## config.mk

```make
export PLATFORM = sky130hd
export DESIGN_NAME = dpac_addr_counter
export DESIGN_NICKNAME = d
export VERILOG_FILES = /design/src/dpac_pkg.sv /design/src/dpac_sync2.sv /design/src/dpac_addr_counter.sv
export VERILOG_INCLUDE_DIRS = /design/src
export SDC_FILE = /design/constraint.sdc
export NUM_CORES = 1
export LEC_CHECK = 0
export ABC_AREA = 1
export BUFFER_PORTS_ARGS = -buffer_cell sky130_fd_sc_hd__buf_2
export CORE_UTILIZATION = 40
export DETAILED_ROUTE_END_ITERATION = 8
export HOLD_SLACK_MARGIN = 0.02
export PLACE_DENSITY = 0.75
export SLEW_MARGIN = 20
export SYNTH_ARGS = -nofsm -noshare
export SYNTH_HDL_FRONTEND = slang
export SYNTH_SLANG_ARGS = --single-unit
export TNS_END_PERCENT = 100
```

## constraint.sdc

```tcl
create_clock -name ref_clk -period 1.1 [get_ports ref_clk]
set_input_delay 0.22 -clock ref_clk [delete_from_list [all_inputs] [get_ports ref_clk]]
set_output_delay 0.22 -clock ref_clk [all_outputs]
set_load 0.01 [all_outputs]
```

## src/dpac_consts.svh

```systemverilog
// Constants for the dual-port RAM address counter
`ifndef DPAC_CONSTS_SVH
`define DPAC_CONSTS_SVH
`define DPAC_ADDR_W 15
`define DPAC_DATA_W 18
`define DPAC_ADDR_RST 15'h0000
`define DPAC_PIPE_LAT 1
`endif

```

## src/dpac_pkg.sv

```systemverilog
// Types for the dual-port RAM address counter
`include "dpac_consts.svh"
package dpac_pkg;
    typedef enum logic [1:0] {
        DPAC_OP_HOLD,
        DPAC_OP_LOAD,
        DPAC_OP_INCR,
        DPAC_OP_CLEAR
    } dpac_op_t;
    typedef struct packed {
        logic addr_load_strobe_n;
        logic count_advance_n;
        logic count_clear_n;
    } dpac_ctl_t;
endpackage

```

## src/dpac_sync2.sv

```systemverilog
// Two-stage synchroniser for a vector of pin inputs
`timescale 1ns/1ps
module dpac_sync2 #(
    parameter int W = 1
) (
    input wire logic ref_clk,
    input wire logic srst,
    input wire logic [W-1:0] d,
    output logic [W-1:0] q
);
    logic [W-1:0] meta_ff;
    always_ff @(posedge ref_clk) begin
        if (srst) begin
            meta_ff <= '0;
            q <= '0;
        end else begin
            meta_ff <= d;
            q <= meta_ff;
        end
    end
endmodule

```

## src/dpac_addr_counter.sv

```systemverilog
// Port address counter with flow-through or pipelined read data
`timescale 1ns/1ps
`include "dpac_consts.svh"
module dpac_addr_counter #(
    parameter int AW = `DPAC_ADDR_W,
    parameter int DW = `DPAC_DATA_W
) (
    input wire logic ref_clk,
    input wire logic srst,
    input wire logic [AW-1:0] ext_addr,
    input wire logic addr_load_strobe_n,
    input wire logic count_advance_n,
    input wire logic count_clear_n,
    input wire logic flowthrough_or_pipelined_sel,
    input wire logic [DW-1:0] mem_rdata,
    output logic [AW-1:0] int_addr_ff,
    output logic [DW-1:0] rdata_ff,
    output logic pipelined_ff
);
    ////////////////////////////////////////////////////////////////////////////
    // Pin synchronisers
    logic [AW+3:0] pin_s;
    dpac_sync2 #(.W(AW + 4)) u_sync (
        .ref_clk(ref_clk),
        .srst(srst),
        .d({ext_addr, addr_load_strobe_n, count_advance_n, count_clear_n,
            flowthrough_or_pipelined_sel}),
        .q(pin_s)
    );
    dpac_pkg::dpac_ctl_t ctl;
    logic [AW-1:0] ext_addr_s;
    logic pipe_sel_s;
    assign ext_addr_s = pin_s[AW+3:4];
    assign ctl = dpac_pkg::dpac_ctl_t'(pin_s[3:1]);
    assign pipe_sel_s = pin_s[0];

    ////////////////////////////////////////////////////////////////////////////
    // Counter operation decode
    dpac_pkg::dpac_op_t op;
    always_comb begin
        if (!ctl.count_clear_n) begin
            op = dpac_pkg::DPAC_OP_CLEAR;
        end else if (!ctl.addr_load_strobe_n) begin
            op = dpac_pkg::DPAC_OP_LOAD;
        end else if (!ctl.count_advance_n) begin
            op = dpac_pkg::DPAC_OP_INCR;
        end else begin
            op = dpac_pkg::DPAC_OP_HOLD;
        end
    end

    logic [AW-1:0] nxt_int_addr;
    always_comb begin
        case (op)
            dpac_pkg::DPAC_OP_CLEAR: nxt_int_addr = AW'(`DPAC_ADDR_RST);
            dpac_pkg::DPAC_OP_LOAD: nxt_int_addr = ext_addr_s;
            dpac_pkg::DPAC_OP_INCR: nxt_int_addr = AW'(int_addr_ff + 1'b1);
            dpac_pkg::DPAC_OP_HOLD: nxt_int_addr = int_addr_ff;
            default: nxt_int_addr = int_addr_ff;
        endcase
    end

    ////////////////////////////////////////////////////////////////////////////
    // Address register
    always_ff @(posedge ref_clk) begin
        if (srst) begin
            int_addr_ff <= AW'(`DPAC_ADDR_RST);
        end else begin
            int_addr_ff <= nxt_int_addr;
        end
    end

    ////////////////////////////////////////////////////////////////////////////
    // Output mode and read data stages
    logic [DW-1:0] stage_ff;
    always_ff @(posedge ref_clk) begin
        if (srst) begin
            pipelined_ff <= 1'b0;
        end else begin
            pipelined_ff <= pipe_sel_s;
        end
    end

    always_ff @(posedge ref_clk) begin
        if (srst) begin
            stage_ff <= '0;
            rdata_ff <= '0;
        end else begin
            stage_ff <= mem_rdata;
            rdata_ff <= pipe_sel_s ? stage_ff : mem_rdata;
        end
    end

    ////////////////////////////////////////////////////////////////////////////
    // Burst tracker: start address and steps since the last load or clear
    logic [AW-1:0] burst_base_ff;
    logic [AW-1:0] burst_steps_ff;
    logic [AW-1:0] nxt_burst_base;
    logic [AW-1:0] nxt_burst_steps;
    always_comb begin
        nxt_burst_base = burst_base_ff;
        nxt_burst_steps = burst_steps_ff;
        case (op)
            dpac_pkg::DPAC_OP_CLEAR: begin
                nxt_burst_base = AW'(`DPAC_ADDR_RST);
                nxt_burst_steps = '0;
            end
            dpac_pkg::DPAC_OP_LOAD: begin
                nxt_burst_base = ext_addr_s;
                nxt_burst_steps = '0;
            end
            dpac_pkg::DPAC_OP_INCR: begin
                nxt_burst_steps = AW'(burst_steps_ff + 1'b1);
            end
            dpac_pkg::DPAC_OP_HOLD: begin
                nxt_burst_steps = burst_steps_ff;
            end
            default: begin
                nxt_burst_base = burst_base_ff;
            end
        endcase
    end

    always_ff @(posedge ref_clk) begin
        if (srst) begin
            burst_base_ff <= '0;
            burst_steps_ff <= '0;
        end else begin
            burst_base_ff <= nxt_burst_base;
            burst_steps_ff <= nxt_burst_steps;
        end
    end

    ////////////////////////////////////////////////////////////////////////////
    // Checks
    chk_clear_zero: assert property (@(posedge ref_clk) disable iff (srst)
        !ctl.count_clear_n |=> int_addr_ff == '0)
        else $error("clear did not zero address");
    chk_load_addr: assert property (@(posedge ref_clk) disable iff (srst)
        ctl.count_clear_n && !ctl.addr_load_strobe_n |=> int_addr_ff == $past(ext_addr_s))
        else $error("load did not take external address");
    chk_incr_wrap: assert property (@(posedge ref_clk) disable iff (srst)
        ctl.count_clear_n && ctl.addr_load_strobe_n && !ctl.count_advance_n
        |=> int_addr_ff == AW'($past(int_addr_ff) + 1'b1))
        else $error("advance did not increment");
    chk_hold_addr: assert property (@(posedge ref_clk) disable iff (srst)
        ctl.count_clear_n && ctl.addr_load_strobe_n && ctl.count_advance_n
        |=> $stable(int_addr_ff))
        else $error("hold changed address");
    chk_wrap_top: assert property (@(posedge ref_clk) disable iff (srst)
        op == dpac_pkg::DPAC_OP_INCR && &int_addr_ff |=> int_addr_ff == '0)
        else $error("counter did not wrap");
    chk_flow_data: assert property (@(posedge ref_clk) disable iff (srst)
        !pipe_sel_s |=> rdata_ff == $past(mem_rdata))
        else $error("flow-through data wrong");
    chk_pipe_data: assert property (@(posedge ref_clk) disable iff (srst)
        pipe_sel_s && $past(!srst) |=> rdata_ff == $past(mem_rdata, 2))
        else $error("pipelined data not one cycle later");
    chk_mode_track: assert property (@(posedge ref_clk) disable iff (srst)
        $past(!srst) |-> pipelined_ff == $past(pipe_sel_s))
        else $error("mode flag wrong");

    ////////////////////////////////////////////////////////////////////////////
    // Priority and burst checks
    chk_clear_priority: assert property (@(posedge ref_clk) disable iff (srst)
        !ctl.count_clear_n && !ctl.addr_load_strobe_n |=> int_addr_ff == '0)
        else $error("clear lost to load");
    chk_load_priority: assert property (@(posedge ref_clk) disable iff (srst)
        ctl.count_clear_n && !ctl.addr_load_strobe_n && !ctl.count_advance_n
        |=> int_addr_ff == $past(ext_addr_s))
        else $error("load lost to advance");
    chk_ext_blocked: assert property (@(posedge ref_clk) disable iff (srst)
        op == dpac_pkg::DPAC_OP_HOLD && ext_addr_s != int_addr_ff
        |=> int_addr_ff != $past(ext_addr_s))
        else $error("hold took external address");
    chk_incr_ignores: assert property (@(posedge ref_clk) disable iff (srst)
        op == dpac_pkg::DPAC_OP_INCR && ext_addr_s != AW'(int_addr_ff + 1'b1)
        |=> int_addr_ff != $past(ext_addr_s))
        else $error("advance took external address");
    chk_burst_sum: assert property (@(posedge ref_clk) disable iff (srst)
        int_addr_ff == AW'(burst_base_ff + burst_steps_ff))
        else $error("address differs from burst start plus steps");

    ////////////////////////////////////////////////////////////////////////////
    // Read data and reset checks
    chk_stage_track: assert property (@(posedge ref_clk) disable iff (srst)
        $past(!srst) |-> stage_ff == $past(mem_rdata))
        else $error("pipeline stage wrong");
    chk_flag_flow: assert property (@(posedge ref_clk) disable iff (srst)
        $past(!srst) && !pipelined_ff |-> rdata_ff == $past(mem_rdata))
        else $error("flow-through flag and data disagree");
    chk_flag_pipe: assert property (@(posedge ref_clk) disable iff (srst)
        $past(!srst) && pipelined_ff |-> rdata_ff == $past(stage_ff))
        else $error("pipelined flag and data disagree");
    chk_pipe_switch: assert property (@(posedge ref_clk) disable iff (srst)
        $rose(pipe_sel_s) |=> rdata_ff == $past(stage_ff))
        else $error("mode switch data wrong");
    chk_reset_clean: assert property (@(posedge ref_clk)
        $past(srst) |-> int_addr_ff == '0 && rdata_ff == '0 && !pipelined_ff)
        else $error("outputs not cleared by reset");

    ////////////////////////////////////////////////////////////////////////////
    // Cover points
    cov_load: cover property (@(posedge ref_clk) op == dpac_pkg::DPAC_OP_LOAD);
    cov_burst: cover property (@(posedge ref_clk)
        op == dpac_pkg::DPAC_OP_INCR [*3]);
    cov_wrap: cover property (@(posedge ref_clk)
        op == dpac_pkg::DPAC_OP_INCR && &int_addr_ff);
    cov_pipe_clear: cover property (@(posedge ref_clk)
        pipe_sel_s && op == dpac_pkg::DPAC_OP_CLEAR);
    cov_mode_switch: cover property (@(posedge ref_clk)
        $rose(pipelined_ff));
endmodule

```

* Yosys cells after proc, flatten, opt, wreduce, memory -nomap -nowiden
Index checks and enable logic that the tools add are counted.
Cells by class: reductions and logical operators 1, muxes and demuxes 5, equality and inequality tests 3, $lt $le $gt $ge 0, divide/modulo/power cells 0, shifts and indexed selects 0, multipliers 0, $add $sub $neg 1, bitwise gates (word level) 0
Operators with widths (count):
- case mux 15 bit (3 select lines) | 1
- 2-to-1 mux 18 bit | 1
- adder 15 x 1 -> 15 bit (second input constant) | 1
- 2-to-1 mux 2 bit | 3
- equality test 2 bit (second input constant) | 2
- equality test 2 x 1 -> 1 bit (second input constant) | 1
- zero test 2 bit | 1
Word-level totals: bits in latches 0, memories kept 0, memory bits (read-only) 0, input port bits 39, memory bits (writable) 0, logic and storage cells 16, flip-flop bits (word level) 90, output and inout port bits 34

* Depth between registers and ports, before layout
depth after elaboration 5, gate-level depth with buffers 7, depth with buffers taken out 7

* Modules after synthesis
A second synthesis with hierarchy kept.
Second synthesis, totals: cell total of the unflattened synthesis 383, area total of the unflattened synthesis 3198.1 sq um
By module, submodules not included:
- dpac_addr_counter | instances 1, cells each 265, area an instance 2113.3 sq um
- dpac_sync2 | instances 1, cells each 118, area an instance 1084.8 sq um

* Worst setup path after synthesis
Ideal clock, no wire load.
kind reg-to-reg, start point register int_addr_ff[0], end point register int_addr_ff[4], data arrival time 1.138 ns, path buffers 0, slack -0.159 ns, stages on the path, launching flop included 7, period minus slack after synthesis 1.259 ns, required time 0.979 ns, path through dfxtp_1 -> ha_1 -> nand2_1 -> nor2_1 -> or2_2 -> nand3_1 -> a31oi_1
On the way: word-level cells in the longest chain between the ends 2
RTL lines:
- start, declared | RTL line dpac_addr_counter.sv:16 | output logic [AW-1:0] int_addr_ff,
- start signal, assigned | RTL line dpac_addr_counter.sv:67 | int_addr_ff <= AW'(`DPAC_ADDR_RST);
- start signal, assigned | RTL line dpac_addr_counter.sv:69 | int_addr_ff <= nxt_int_addr;
- adder 15 x 1 -> 15 bit | RTL line dpac_addr_counter.sv:57 | dpac_pkg::DPAC_OP_INCR: nxt_int_addr = AW'(int_addr_ff + 1'b1);
- case mux 15 bit (3 select lines) | RTL line dpac_addr_counter.sv:54 | case (op)
Every way passes these cells. A chain may end at the register's enable or synchronous reset.

* Final worst setup path
start point register int_addr_ff[0], end point register int_addr_ff[14]
Same word-level chain as after synthesis.

==> summary.md <==
| Metric | Value |
|---|---|
| Status | finished with violations |
| Violated checks | setup timing |
| CP required | 1.38 ns |
| DR vias | 2771 |
| Ys Warns | 0 |
| Sequential share of the synthesized area | 56.76% |
| Cells after DPL | 573 |
| Gr busiest metal | met2 |
| Most frequent cells in the layout | inv_1 (75), dfxtp_1 (73), nor2_1 (63) |
| Global-route wire length before repair | ~11 mm |
| DRC viols | 0 |
| Clock slew at reported path FFs | 0.09 ns |
| R2r startpoint | int_addr_ff[0] |
| Commonest non-fill, non-tap cell in the layout | inv_1 |
| Total Power | 6293 uW |
| WL per Instance | 11.42 um |
| DPL Wire Length | 4.467 mm |
| Worst Tran Pin Value | around 0.30 ns |
| Chip height | roughly 90 um |
| Slew headroom | around four fifths |
| RSZ-0062 raised after global routing | yes |
| RR Endpoint | int_addr_ff[14] |
| Die W | 91.08 um |
| Synthesized net count | 423 |
| Synth area leader | dfxtp_1 |
| GR Layer Usage met1 | 21.48% |
| Initial Util | 41.29% |
| Multi-input logic area | 1136 um2 |
| FMAX | 793.2 MHz |
| #FFs+latches synth | 90 |
| Worst Hold Path Cells | 3 |
| H-tree depth | 3 |
| Synth Area in XOR/XNOR | 0% |
| Worst Setup EP | int_addr_ff[14] |
| VDD IR max | 0.001075 V |
| Vias per Instance | 4.565 |
| Root Driver | clkbuf_8 |
| Layout cells sized above 1 | between 30% and 40% |
| Synth unique cells | 25 |
| Max-slew violation count | 0 |
| CTS tree | built |
| Fin area | 4513 um2 |
| Max-cap viol count | 0 |
| Mean post-synth cell area | between 8 and 9 um2 |
| Syn Inst Count | 383 |
| Critical path type | flop to flop |
| CP Capture Type | flop |
| Worst Clk Skew | 0.01266 ns |
| Startpoint types | flop |
| Clock Latency Late Sink | 0.35 ns |
| Worst Path Arrival | 1.54 ns |
| Dpl ws | -0.1170 ns |
| Hold WC Path Type | primary input to flop |
| Critical Path Most Common Cell | nand3_2 |
| Initial DRC count | 175 |
| Dominant cells by area after synthesis | dfxtp_1 (57%), inv_1 (9.2%), nor2_1 (7.9%) |
| Critical path launch point | int_addr_ff[0] |
| Die area | 8296 um2 |
| Synth Area in Compound Gates | 10.05% |
| WP buf/inv | 0 |
| Largest family of logic cells by synthesized area | simple AND/OR/NAND/NOR gates |
| Site row count | 32 |
| Fillers | 659 |
| Setup TNS | -1.455 ns |
| Worst-path maximum fanout | 5 |
| Power Dens Cells | 1394 nW/um2 |
| DP Area | 3890 um2 |
| Final hold violations | 0 |
| Overall Global Routing Usage | 17.11% |
| Ports | 73 |
| Post-route worst setup slack | -0.1608 ns |
| Synth Area in Adders | 0.3942% |
| Largest net degree at the start of global routing | 46 |
| Final nets | 541 |
| Port Buffer Count | 72 |
| Sequential cell area | between 1500 and 2000 um2 |
| Final setup viols | 25 |
| Gr ovfl total | 0 |
| Worst path depth | 7 |
| Slowest CP cell | dfxtp_4 |
| Critical path, cell by cell | ha_4 > nand3_2 > nor2_4 > nand3_2 > nand2_1 > nand3_2 > a21oi_2 |
| R2R setup slack | -0.16 ns |
| First-pass DRT Iterations | 4 |
| Leak | 0.002167 uW |
| Clock sinks | 90 |
| Initial antenna violation count | 0 |
| Slowest cell delay on critical path | 0.38 ns |
| Final ANT Viol Nets | 0 |
| Routing usage on met3 | 4.020% |
| Met2 Use GR | between 20% and 30% |
| Vias in the first global route | 2570 |
| Final std cells w/o fill | 607 |
| Area growth from synthesis to final layout | 42.18% |
| Core Footprint | 7687 um2 |
| Final Cycle Share | 114.6% |
| Inserted Diodes | 0 |
| Crit path time final | 1.261 ns |
| DRT Wirelength | between 6 and 7 mm |
| Reg2reg path depth | 7 |
| Longest Clk Path Bufs | 2 |
| Post-Syn Area | about 3200 um2 |
| Critical path's top delay family | simple AND/OR/NAND/NOR gates |
| Synth top area share | 56.76% |
| Post-synthesis mux area share | 0% |
| Routability cong. | 0.8411 |
| Simple-Gate Fraction of Synth Area | 21.13% |
| CTS Buf Count | 9 |
-- what timing repair did --
item                       4_1_cts  5_1_grt
setup endpoints to repair       30       30
hold buffers                     0        0
buffers inserted                13        6
resized for setup               50       24
cloned                           0        0
pin swaps                        5       11
-- Yosys cell counts --
cell type	instances
a21boi_2	1
a21oi_1	10
a31oi_1	6
buf_2	8
buf_4	1
buf_6	2
clkbuf_1	1
dfxtp_1	90
ha_1	1
inv_1	78
inv_2	1
nand2_1	51
nand2_2	2
nand3_1	17
nand3_2	2
nand3b_1	1
nand4_1	4
nor2_1	67
nor2_2	4
nor2_4	3
o21ai_0	10
o21ai_1	1
o21bai_1	1
o22a_1	18
or2_2	3
-- worst min-delay path by stage --
stage                                 start            endpoint
6_report                        ext_addr[2]   u_sync.meta_ff[6]
5_1_grt                         ext_addr[6]  u_sync.meta_ff[10]
4_1_cts                       count_clear_n   u_sync.meta_ff[1]
3_5_place_dp              u_sync.meta_ff[0]         u_sync.q[0]
3_3_place_gp              u_sync.meta_ff[5]         u_sync.q[5]
2_1_floorplan  flowthrough_or_pipelined_sel   u_sync.meta_ff[0]
-- per-stage QoR --
step	utilization, %	hold slack [ns]
after floorplan	-	0.3270
after global placement	50.60	0.3888
after detailed placement	50.60	0.3959
after CTS	57.15	0.04757
after global routing	58.71	0.04850
final	58.71	0.06821
-- worst register-to-register path, stage by stage, from the launching register on --
cell	delay, ns
dfxtp_4	0.38
ha_4	0.16
nand3_2	0.10
nor2_4	0.20
nand3_2	0.08
nand2_1	0.08
nand3_2	0.07
a21oi_2	0.11
-- sequential cells by signal, summed over array words and instances (netlist names) --
name,flops
int_addr_ff,15
pipelined_ff,1
rdata_ff,18
stage_ff,18
u_sync.meta_ff,19
u_sync.q,19
-- report_power, final --
| part | internal (uW) | switching, uW | total, uW | leakage, uW |
|---|---|---|---|---|
| clock network | 1300 | 1140 | 2450 | 0.000112 |
| logic | 197 | 211 | 408 | 0.00130 |
| registers | 3390 | 47.3 | 3440 | 0.000755 |
-- kinds of logic after synthesis --
logic type / after synthesis
AOI/OAI and AO/OA: 47
buffers and inverters: 91
DFF: 90
and+or+nand+nor: 154
adders and majority gates: 1
-- layout make-up --
| cell class | instances | area share (%) |
|---|---|---|
| clock inverter | 6 | 2.162 |
| sequential | 90 | 40.84 |
| tap | 102 | 2.828 |
| inverter | 79 | 6.571 |
| clock buffer | 9 | 2.745 |
| multi-input combinational | 202 | 25.17 |
| timing repair buffer | 119 | 19.68 |
-- metal layers --
layer | up-vias | part of all wire (%)
met1 | 1256 | 43
met2 | 88 | 49
met4 | 0 | 3.2
met5 | - | 0
li1 | 1407 | -
met3 | 20 | 5.2
Note: power is estimated with default switching activity, not from simulation.
